File: config.mk
export PLATFORM = sky130hd
export DESIGN_NAME = sbsf_top
export DESIGN_NICKNAME = d
export VERILOG_FILES = /design/src/hw/sbsf_pkg.sv /design/src/hw/sbsf_top.sv
export SDC_FILE = /design/constraint.sdc
export NUM_CORES = 1
export LEC_CHECK = 0
export ABC_AREA = 1
export BUFFER_PORTS_ARGS = -buffer_cell sky130_fd_sc_hd__buf_2
export CORE_ASPECT_RATIO = 0.75
export CORE_MARGIN = 4
export CORE_UTILIZATION = 50
export DETAILED_ROUTE_END_ITERATION = 8
export PLACE_DENSITY = 0.82
export SLEW_MARGIN = 30
export SYNTH_ARGS = -nofsm -noshare
export SYNTH_HDL_FRONTEND = slang
export SYNTH_SLANG_ARGS = --single-unit
File: constraint.sdc
create_clock -name sys_clk -period 5.6 [get_ports sys_clk]
set_input_delay 0.84 -clock sys_clk [delete_from_list [all_inputs] [get_ports sys_clk]]
set_output_delay 0.84 -clock sys_clk [all_outputs]
set_load 0.01 [all_outputs]
File: src/hw/sbsf_pkg.sv
/*
 sbsf_pkg: constants, types and register map of the byte serdes framer.
 assumes one system clock that stands for the multiplied line clock; no imports.
*/
// Notes on behaviour
// - tx byte is captured on the rising edge of the byte clock input.
// - each tx byte is serialized most significant bit first.
// - serial tx data changes on the falling edge of the serial tx clock.
// - ratio select and line rate select pick multiplier ratio and line rate.
// - ratio codes 110/010/001/000 give divide 32/16/12/8; rate high means fast line.
// - tx byte clock output is the multiplier clock divided by eight.
// - tx path turns bytes into a serial stream at the selected line rate.
// - loop timing runs the whole part from the received serial clock, except during loss or local loopback.
// - serial rx data is sampled on the rising edge of the rx clock.
// - rx serial becomes bytes with a divide by eight byte clock.
// - frame search repeats as long as the search request is high.
// - frame found on three A1 then three A2 bytes at any bit offset.
// - after a find, rx bytes align starting with the third A2 byte.
// - frame pulse lasts one byte period with the third A2 on the bus.
// - frame pulse only while search request high or just being lowered.
// - loss of signal forces rx byte outputs to zero.
// - during loss, rx section runs from the tx multiplier clock.
// - loss control is the XNOR of the two interchangeable loss inputs.
// - line loopback routes rx data and clock onto the serial tx outputs.
// - in line loopback rx still deserializes with byte clock from rx clock.
// - local loopback feeds the tx serial stream into the deserializer.
// - in local loopback the rx byte clock comes from the multiplier clock.
// - in local loopback serial tx outputs keep carrying tx data and clock.
// - both loopbacks together act each as alone, crossing no path.
package sbsf_pkg;
    localparam logic [7:0] OFS_CTRL = 8'h00;
    localparam logic [7:0] OFS_STATUS = 8'h04;
    localparam logic [7:0] OFS_FRAMES = 8'h08;
    localparam logic [7:0] A1_BYTE = 8'hF6;
    localparam logic [7:0] A2_BYTE = 8'h28;
    localparam logic [47:0] FRAME_PAT = {A1_BYTE, A1_BYTE, A1_BYTE, A2_BYTE, A2_BYTE, A2_BYTE};
    localparam logic [2:0] RATIO_19M = 3'h6;
    localparam logic [2:0] RATIO_38M = 3'h2;
    localparam logic [2:0] RATIO_51M = 3'h1;
    localparam logic [2:0] RATIO_77M = 3'h0;
    localparam logic [5:0] DIV_19M = 6'h20;
    localparam logic [5:0] DIV_38M = 6'h10;
    localparam logic [5:0] DIV_51M = 6'h0C;
    localparam logic [5:0] DIV_77M = 6'h08;
    localparam logic [2:0] BIT_LAST = 3'h7;
    localparam logic [2:0] BIT_HALF = 3'h3;
    localparam int STS3_MULT = 4;
    localparam logic [1:0] RESP_OKAY = 2'h0;
    localparam logic [1:0] RESP_SLVERR = 2'h2;

    typedef struct packed {
        logic rx_clock_timing_sel;
        logic local_loopback_en;
        logic line_loopback_en;
        logic [2:0] ref_ratio_sel;
        logic line_rate_sel;
    } sbsf_ctrl_t;

    localparam sbsf_ctrl_t CTRL_RESET = '0;

    typedef enum logic [1:0] {
        FRM_IDLE = 2'b00,
        FRM_HUNT = 2'b01,
        FRM_SYNC = 2'b10
    } sbsf_frm_t;

    typedef struct packed {
        logic [5:0] divide;
        logic bad_ratio;
        sbsf_frm_t frm;
        logic lost;
    } sbsf_status_t;
endpackage

File: src/hw/sbsf_top.sv
/*
 sbsf_top: serializer, deserializer, A1/A2 framer, loss and loopback steering.
 assumes serial and byte pins synchronous to sys_clk; config over AXI4-Lite.
*/
`timescale 1ns/100ps
module sbsf_top #(
    parameter int BIT_DIV = 2,
    parameter int ADDR_W = 8
) (
    input wire logic sys_clk,
    input wire logic nrst,
    input wire logic [7:0] tx_byte_in,
    input wire logic tx_byte_clk_in,
    output logic tx_byte_clk_out,
    output logic ser_tx_out,
    output logic ser_tx_clk_out,
    input wire logic ser_rx_in,
    input wire logic ser_rx_clk_in,
    output logic [7:0] rx_byte_out,
    output logic rx_byte_clk_out,
    output logic frame_pulse,
    input wire logic frame_search_req,
    input wire logic loss_in_a,
    input wire logic loss_in_b,
    input wire logic [ADDR_W-1:0] s_axi_awaddr,
    input wire logic s_axi_awvalid,
    output logic s_axi_awready,
    input wire logic [31:0] s_axi_wdata,
    input wire logic [3:0] s_axi_wstrb,
    input wire logic s_axi_wvalid,
    output logic s_axi_wready,
    output logic [1:0] s_axi_bresp,
    output logic s_axi_bvalid,
    input wire logic s_axi_bready,
    input wire logic [ADDR_W-1:0] s_axi_araddr,
    input wire logic s_axi_arvalid,
    output logic s_axi_arready,
    output logic [31:0] s_axi_rdata,
    output logic [1:0] s_axi_rresp,
    output logic s_axi_rvalid,
    input wire logic s_axi_rready
);
    localparam logic [7:0] FAST_PERIOD = 8'(BIT_DIV);
    localparam logic [7:0] SLOW_PERIOD = 8'(BIT_DIV * sbsf_pkg::STS3_MULT);

    logic rst_s1_reg;
    logic rst_n_reg;
    sbsf_pkg::sbsf_ctrl_t ctrl_reg;
    logic signal_lost_reg;
    logic [7:0] div_cnt_reg;
    logic int_clk_reg;
    logic rx_d_reg;
    logic rx_clk_reg;
    logic rx_clk_p_reg;
    logic tx_bclk_p_reg;
    logic [7:0] tx_hold_reg;
    logic [7:0] tx_sh_reg;
    logic [2:0] tx_cnt_reg;
    logic tx_ser_bit_reg;
    logic [47:0] rx_sr_reg;
    logic [2:0] rx_cnt_reg;
    logic oof_p_reg;
    sbsf_pkg::sbsf_frm_t frm_reg;
    logic [15:0] frames_reg;
    logic aw_got_reg;
    logic w_got_reg;
    logic [ADDR_W-1:0] aw_addr_reg;
    logic [31:0] w_data_reg;
    logic [3:0] w_strb_reg;

    logic [7:0] period;
    logic int_rise;
    logic int_fall;
    logic rx_rise;
    logic rx_fall;
    logic tx_rise;
    logic tx_fall;
    logic rx_ev;
    logic rx_bit;
    logic [47:0] rx_sr_next;
    logic search_en;
    logic frame_hit;
    logic [5:0] divide;
    logic bad_ratio;
    sbsf_pkg::sbsf_status_t status;

    // reset release through two flops
    always_ff @(posedge sys_clk or negedge nrst) begin
        if (!nrst) begin
            rst_s1_reg <= 1'b0;
            rst_n_reg <= 1'b0;
        end else begin
            rst_s1_reg <= 1'b1;
            rst_n_reg <= rst_s1_reg;
        end
    end

    // ratio decode, reported in status
    always_comb begin
        bad_ratio = 1'b0;
        case (ctrl_reg.ref_ratio_sel)
            sbsf_pkg::RATIO_19M: divide = sbsf_pkg::DIV_19M;
            sbsf_pkg::RATIO_38M: divide = sbsf_pkg::DIV_38M;
            sbsf_pkg::RATIO_51M: divide = sbsf_pkg::DIV_51M;
            sbsf_pkg::RATIO_77M: divide = sbsf_pkg::DIV_77M;
            default: begin
                divide = sbsf_pkg::DIV_77M;
                bad_ratio = 1'b1;
            end
        endcase
    end

    // multiplier clock model: bit period set by line rate
    assign period = ctrl_reg.line_rate_sel ? FAST_PERIOD : SLOW_PERIOD;
    assign int_rise = (div_cnt_reg == 8'h00);
    assign int_fall = (div_cnt_reg == (period >> 1));

    always_ff @(posedge sys_clk or negedge rst_n_reg) begin
        if (!rst_n_reg) begin
            div_cnt_reg <= 8'h00;
            int_clk_reg <= 1'b0;
        end else begin
            div_cnt_reg <= (div_cnt_reg >= period - 8'h01) ? 8'h00 : div_cnt_reg + 8'h01;
            if (int_rise)
                int_clk_reg <= 1'b1;
            else if (int_fall)
                int_clk_reg <= 1'b0;
        end
    end

    // serial rx pins sampled, edges of rx clock
    always_ff @(posedge sys_clk or negedge rst_n_reg) begin
        if (!rst_n_reg) begin
            rx_d_reg <= 1'b0;
            rx_clk_reg <= 1'b0;
            rx_clk_p_reg <= 1'b0;
            oof_p_reg <= 1'b0;
            signal_lost_reg <= 1'b0;
        end else begin
            rx_d_reg <= ser_rx_in;
            rx_clk_reg <= ser_rx_clk_in;
            rx_clk_p_reg <= rx_clk_reg;
            oof_p_reg <= frame_search_req;
            signal_lost_reg <= ~(loss_in_a ^ loss_in_b);
        end
    end

    assign rx_rise = rx_clk_reg && !rx_clk_p_reg;
    assign rx_fall = !rx_clk_reg && rx_clk_p_reg;
    // loop timing: tx runs from rx clock unless lost or in local loopback
    assign tx_rise = (ctrl_reg.rx_clock_timing_sel && !signal_lost_reg && !ctrl_reg.local_loopback_en)
                     ? rx_rise : int_rise;
    assign tx_fall = (ctrl_reg.rx_clock_timing_sel && !signal_lost_reg && !ctrl_reg.local_loopback_en)
                     ? rx_fall : int_fall;

    // tx byte capture and serializer
    always_ff @(posedge sys_clk or negedge rst_n_reg) begin
        if (!rst_n_reg) begin
            tx_bclk_p_reg <= 1'b0;
            tx_hold_reg <= 8'h00;
        end else begin
            tx_bclk_p_reg <= tx_byte_clk_in;
            if (tx_byte_clk_in && !tx_bclk_p_reg)
                tx_hold_reg <= tx_byte_in;
        end
    end

    always_ff @(posedge sys_clk or negedge rst_n_reg) begin
        if (!rst_n_reg) begin
            tx_sh_reg <= 8'h00;
            tx_cnt_reg <= 3'h0;
            tx_ser_bit_reg <= 1'b0;
            tx_byte_clk_out <= 1'b0;
        end else if (tx_fall) begin
            tx_cnt_reg <= tx_cnt_reg + 3'h1;
            if (tx_cnt_reg == 3'h0) begin
                tx_ser_bit_reg <= tx_hold_reg[7];
                tx_sh_reg <= {tx_hold_reg[6:0], 1'b0};
                tx_byte_clk_out <= 1'b1;
            end else begin
                tx_ser_bit_reg <= tx_sh_reg[7];
                tx_sh_reg <= {tx_sh_reg[6:0], 1'b0};
                if (tx_cnt_reg == sbsf_pkg::BIT_HALF + 3'h1)
                    tx_byte_clk_out <= 1'b0;
            end
        end
    end

    // serial tx pins: line loopback takes rx data and clock
    always_ff @(posedge sys_clk or negedge rst_n_reg) begin
        if (!rst_n_reg) begin
            ser_tx_out <= 1'b0;
            ser_tx_clk_out <= 1'b0;
        end else if (ctrl_reg.line_loopback_en) begin
            ser_tx_out <= rx_d_reg;
            ser_tx_clk_out <= rx_clk_reg;
        end else begin
            ser_tx_out <= tx_ser_bit_reg;
            ser_tx_clk_out <= (ctrl_reg.rx_clock_timing_sel && !signal_lost_reg && !ctrl_reg.local_loopback_en)
                              ? rx_clk_reg : int_clk_reg;
        end
    end

    // rx source steering
    assign rx_ev = (signal_lost_reg || ctrl_reg.local_loopback_en) ? tx_rise : rx_rise;
    assign rx_bit = signal_lost_reg ? 1'b0 :
                    ctrl_reg.local_loopback_en ? tx_ser_bit_reg : rx_d_reg;
    assign rx_sr_next = {rx_sr_reg[46:0], rx_bit};
    assign search_en = frame_search_req || oof_p_reg;
    assign frame_hit = rx_ev && search_en && !signal_lost_reg && (rx_sr_next == sbsf_pkg::FRAME_PAT);

    // deserializer, byte alignment and frame pulse
    always_ff @(posedge sys_clk or negedge rst_n_reg) begin
        if (!rst_n_reg) begin
            rx_sr_reg <= '0;
            rx_cnt_reg <= 3'h0;
            rx_byte_out <= 8'h00;
            rx_byte_clk_out <= 1'b0;
            frame_pulse <= 1'b0;
        end else begin
            if (rx_ev) begin
                rx_sr_reg <= rx_sr_next;
                if (frame_hit) begin
                    rx_cnt_reg <= 3'h0;
                    rx_byte_out <= rx_sr_next[7:0];
                    rx_byte_clk_out <= 1'b1;
                    frame_pulse <= 1'b1;
                end else if (rx_cnt_reg == sbsf_pkg::BIT_LAST) begin
                    rx_cnt_reg <= 3'h0;
                    rx_byte_out <= rx_sr_next[7:0];
                    rx_byte_clk_out <= 1'b1;
                    frame_pulse <= 1'b0;
                end else begin
                    rx_cnt_reg <= rx_cnt_reg + 3'h1;
                    if (rx_cnt_reg == sbsf_pkg::BIT_HALF)
                        rx_byte_clk_out <= 1'b0;
                end
            end
            if (signal_lost_reg)
                rx_byte_out <= 8'h00;
        end
    end

    // frame state and count
    always_ff @(posedge sys_clk or negedge rst_n_reg) begin
        if (!rst_n_reg) begin
            frm_reg <= sbsf_pkg::FRM_IDLE;
            frames_reg <= 16'h0000;
        end else begin
            if (frame_hit)
                frames_reg <= frames_reg + 16'h0001;
            case (frm_reg)
                sbsf_pkg::FRM_IDLE: begin
                    if (frame_hit)
                        frm_reg <= sbsf_pkg::FRM_SYNC;
                    else if (frame_search_req)
                        frm_reg <= sbsf_pkg::FRM_HUNT;
                end
                sbsf_pkg::FRM_HUNT: begin
                    if (frame_hit)
                        frm_reg <= sbsf_pkg::FRM_SYNC;
                    else if (!search_en)
                        frm_reg <= sbsf_pkg::FRM_IDLE;
                end
                sbsf_pkg::FRM_SYNC: begin
                    if (frame_search_req && !oof_p_reg)
                        frm_reg <= sbsf_pkg::FRM_HUNT;
                end
                default: frm_reg <= sbsf_pkg::FRM_IDLE;
            endcase
        end
    end

    assign status = '{divide: divide, bad_ratio: bad_ratio, frm: frm_reg, lost: signal_lost_reg};

    // AXI4-Lite write
    always_ff @(posedge sys_clk or negedge rst_n_reg) begin
        if (!rst_n_reg) begin
            aw_got_reg <= 1'b0;
            w_got_reg <= 1'b0;
            aw_addr_reg <= '0;
            w_data_reg <= 32'h00000000;
            w_strb_reg <= 4'h0;
            s_axi_awready <= 1'b0;
            s_axi_wready <= 1'b0;
            s_axi_bvalid <= 1'b0;
            s_axi_bresp <= sbsf_pkg::RESP_OKAY;
            ctrl_reg <= sbsf_pkg::CTRL_RESET;
        end else begin
            s_axi_awready <= !aw_got_reg && !s_axi_awready && !s_axi_bvalid;
            s_axi_wready <= !w_got_reg && !s_axi_wready && !s_axi_bvalid;
            if (s_axi_awvalid && s_axi_awready) begin
                aw_got_reg <= 1'b1;
                aw_addr_reg <= s_axi_awaddr;
            end
            if (s_axi_wvalid && s_axi_wready) begin
                w_got_reg <= 1'b1;
                w_data_reg <= s_axi_wdata;
                w_strb_reg <= s_axi_wstrb;
            end
            if (aw_got_reg && w_got_reg && !s_axi_bvalid) begin
                aw_got_reg <= 1'b0;
                w_got_reg <= 1'b0;
                s_axi_bvalid <= 1'b1;
                if (aw_addr_reg == ADDR_W'(sbsf_pkg::OFS_CTRL)) begin
                    s_axi_bresp <= sbsf_pkg::RESP_OKAY;
                    if (w_strb_reg[0])
                        ctrl_reg <= w_data_reg[$bits(sbsf_pkg::sbsf_ctrl_t)-1:0];
                end else begin
                    s_axi_bresp <= sbsf_pkg::RESP_SLVERR;
                end
            end else if (s_axi_bvalid && s_axi_bready) begin
                s_axi_bvalid <= 1'b0;
            end
        end
    end

    // AXI4-Lite read
    always_ff @(posedge sys_clk or negedge rst_n_reg) begin
        if (!rst_n_reg) begin
            s_axi_arready <= 1'b0;
            s_axi_rvalid <= 1'b0;
            s_axi_rdata <= 32'h00000000;
            s_axi_rresp <= sbsf_pkg::RESP_OKAY;
        end else begin
            s_axi_arready <= !s_axi_arready && !s_axi_rvalid;
            if (s_axi_arvalid && s_axi_arready) begin
                s_axi_rvalid <= 1'b1;
                s_axi_rresp <= sbsf_pkg::RESP_OKAY;
                case (s_axi_araddr)
                    ADDR_W'(sbsf_pkg::OFS_CTRL): s_axi_rdata <= 32'(ctrl_reg);
                    ADDR_W'(sbsf_pkg::OFS_STATUS): s_axi_rdata <= 32'(status);
                    ADDR_W'(sbsf_pkg::OFS_FRAMES): s_axi_rdata <= {16'h0000, frames_reg};
                    default: begin
                        s_axi_rdata <= 32'h00000000;
                        s_axi_rresp <= sbsf_pkg::RESP_SLVERR;
                    end
                endcase
            end else if (s_axi_rvalid && s_axi_rready) begin
                s_axi_rvalid <= 1'b0;
            end
        end
    end
endmodule

==> results <==
- The worst-case setup slack after placement is 2.75 ns.
- The leakage power total is 0.00440 uW.
- By count the netlist is led by 251 x sky130_fd_sc_hd__nand2_1, 165 x sky130_fd_sc_hd__dfrtp_1, 99 x sky130_fd_sc_hd__inv_1, 73 x sky130_fd_sc_hd__o21ai_0, 72 x sky130_fd_sc_hd__nor2_1.
- The count of buffers added on input and output ports is 80.
- The critical path required time is 5.92 ns.
- The clock period could shrink to 2.97 ns.
- 127 I/O pins were placed.
- For this run, the post-layout net count is 1027.
- The critical path endpoint category is a flop.
- The placeable core region is 14500 um^2.
- The worst setup path is of the flop to flop kind.
- In the synthesized netlist the dominant register cell turns out to be sky130_fd_sc_hd__dfrtp_1.
- The cell at the root of the clock tree is sky130_fd_sc_hd__clkbuf_16.
- The worst pin sits at a relative slew slack of 46.5%.
- The post-detailed-placement cell area is 7950 um^2.
- After routing the design area is 8520 um^2.
- In this run, synthesis inferred 0 flip-flops with an integrated enable.
- The worst setup path startpoint is div_cnt_reg[0].
- VDD sags by at most 235 uV.
- The kind of start point of the critical path is a flop.
- For this block, the initial DRC count from the detailed router was 401.
- The clock transition at the registers of the reported paths is 0.06 ns.
- Counting along the longest clock path gives a buffer depth of 2.
- The total congestion overflow after global routing is 0.
- The aggregate negative setup slack is 0 ns.
- The clock tree from TritonCTS is yes.
- The synthesized netlist occupies a cell area of 7440 um^2.
- sky130_fd_sc_hd__nand2_1 is the most common cell in the netlist.
- The ratio of routed vias to standard cells is 4.97.
- The largest total area in the synthesized netlist belongs to sky130_fd_sc_hd__dfrtp_1.
- The post-synthesis register bit count is 165.
- Following the worst setup path forward leads to its endpoint at frames_reg[15].
- The type of the most critical hold path is input port to asynchronous set/reset pin.
- From synthesis to final layout, the design area changed by 14.5%.
- By area the synthesized netlist is led by sky130_fd_sc_hd__dfrtp_1 55%, sky130_fd_sc_hd__nand2_1 13%, sky130_fd_sc_hd__inv_1 5.0%, sky130_fd_sc_hd__o21ai_0 4.9%, sky130_fd_sc_hd__nor2_1 3.6%.
- The flip-flop count of the largest register, all copies and words added is 47.
- The run finished with clean final reports.
- In the routed design, unresolved DRC markers number 0.
- The portion of synthesized cell area occupied by the leading cell type is 55.5%.
- Entering global routing, the biggest net connects 77 pins.
- Counting cells, the worst reg-to-reg path comes to 12.
- Dividing the synthesized area by the synthesized cell count gives 8.65 um^2.
- Synthesis produced a netlist whose cell count is 860.
- The share of the core filled with cells is 58.8%.
- Summed over all layers, the routed wires come to 15000 um.
- The die covers 16900 um^2.
- The max-slew violation total from the final report is 0.
- The number of buffers added for setup after CTS is 0.
- The async set-or-reset flop fraction in the synthesized netlist is 100%.
- The number of optimization iterations in the first detailed-route pass is 7.
- After layout, the worst setup slack is 2.63 ns.
- The post-route netlist has 14.5% of its cells at a drive strength greater than 1.
- The highest achievable clock rate is 337 MHz.
- The final HPWL from detailed placement is 10300 um.
- The overall track demand over capacity in global routing is 18.8%.
- The startpoint of the lowest-slack register-to-register path is div_cnt_reg[0].
- The initial antenna violation count is 0.
- Setup repair after global routing left no endpoint under its margin.
- The quantity of hold-fixing buffers added after cts is 0.
- The count of antenna-violating nets left after detailed routing is 0.
- The final routed wire length divided by cell count is 13.0 um.
- For this configuration, the core starts out at a cell density of 51.3%.
- The die outline height is 114 um.
- The placer's final routability congestion estimate is 0.888.
- The final route contains 5746 vias.
- The TritonCTS sink count is 165.
- Sequential cells were found to cover 55.5% of the synthesized design area.
- The slew at the pin closest to its max-slew limit is 0.803 ns.
- Setup violations remaining at the end of the flow were counted as 0.
- Of all nets on the critical path, the largest fanout is 76.
- The worst path uses 53.0% of the clock period.
- The number of hold violations in the final report is 0.
- The die width is 149 um.
- The wire length of the first global-routing pass is 25700 um.
- Total power for the finished layout comes to 3500 uW.
- For this design the ratio of total power to cell area is 410 nW/um^2.
- Yosys printed 0 warnings.
- The worst clock skew on the final layout is 0.00944 ns.
- The number of levels the H-tree was split into is 4.
- Across all register-to-register paths, the minimum setup slack is 2.63 ns.
- The number of distinct library cell variants in the gate-level netlist after synthesis is 40.
- For the worst-skew pair, the clock arrives at the later sink with an insertion delay of 0.43 ns.
- The post-cts gate resize count is 0.
- Data on the critical path arrives at its endpoint at 3.29 ns.
- The antenna diode count is 0.
- The cell row count is 38.
- Clock tree synthesis inserted a total of 17 buffers.
- The number of max-capacitance violations reported is 0.
- In this run the critical register-to-register path is captured at frames_reg[15].
- The via count of the first global-routing pass is 5489.
## layer usage
| metal | vias to the layer above | wire length (um) | track usage (%) | part of all wire, % |
|---|---|---|---|---|
| met2 | 127 | 7030 | 29.9 | 47 |
| met5 | - | 0 | 0 | 0 |
| met3 | 18 | 657 | 4.01 | 4.4 |
| met1 | 2753 | 7060 | 25.8 | 47 |
| met4 | 0 | 240 | 6.52 | 1.6 |
| li1 | 2848 | - | - | - |
## critical path, cell delays in order (launching register included)
cell and delay (ns):
sky130_fd_sc_hd__dfrtp_1 0.45, sky130_fd_sc_hd__inv_1 0.09, sky130_fd_sc_hd__ha_1 0.14, sky130_fd_sc_hd__nand2_1 0.07, sky130_fd_sc_hd__nor2_1 0.15, sky130_fd_sc_hd__nand2_1 0.10
sky130_fd_sc_hd__nand2_2 0.06, sky130_fd_sc_hd__buf_4 0.54, sky130_fd_sc_hd__inv_2 0.47, sky130_fd_sc_hd__nor3_4 0.37, sky130_fd_sc_hd__nand2_1 0.21, sky130_fd_sc_hd__nand2_1 0.12
sky130_fd_sc_hd__nand2_1 0.05
## worst min-delay path by stage
stage,to,slack (ns),startpoint,cells past startpoint
after floorplan,rst_n_reg,0.33,rst_s1_reg,0
after global placement,rst_n_reg,0.33,rst_s1_reg,0
after detailed placement,rst_n_reg,0.35,rst_s1_reg,0
after CTS,rst_n_reg,0.18,nrst,1
after global routing,rst_n_reg,0.17,nrst,1
final,rst_n_reg,0.19,nrst,1
## final cells by class
class                           count  area, um^2
Fill cell                        1248        5980
Sequential cell                   165        4130
Multi-Input combinational cell    573        2760
Clock buffer                       18         429
Timing Repair Buffer               83         423
Inverter                          104         390
Tap cell                          200         250
Clock inverter                     14         144
## kinds of logic (layout without fill, tap and decap cells)
| kind of cell | Yosys count | in the layout | synth area share (%) |
|---|---|---|---|
| and+or+nand+nor | 404 | 404 | 22.6 |
| muxes | 8 | 8 | 1.21 |
| DFF | 165 | 165 | 55.5 |
| adders and majority gates | 10 | 10 | 1.68 |
| xor gates and xnor gates | 17 | 17 | 2.00 |
| buffers and inverters | 143 | 219 | 8.56 |
| AOI/OAI and AO/OA | 111 | 111 | 8.41 |
| other | 2 | 23 | 0.101 |
## report_power, final
group / internal (uW) / switching, uW / leakage [uW] / total, uW
logic: 240 / 437 / 0.00205 / 677
registers: 1500 / 194 / 0.00206 / 1700
clock network: 626 / 497 / 0.000280 / 1120
## stage by stage
step                      hold WS [ns]  cells
after floorplan                  0.331    881
after global placement           0.333   1125
after detailed placement         0.351   1125
after CTS                        0.177   1157
after global routing             0.172   1157
final                            0.189   1157
## layout by cell type, fill, tap and decap left out, drive strengths merged, types with 6 or more instances in the layout
cell      n
a21oi    10
buf      83
clkbuf   18
clkinv    7
conb     23
dfrtp   165
ha       10
inv     109
mux2      8
nand2   256
nand3    49
nand4     8
nor2     76
nor3     12
o21ai    77
o21bai    8
xnor2     6
xor2     11
(Power assumes the default switching activity.)
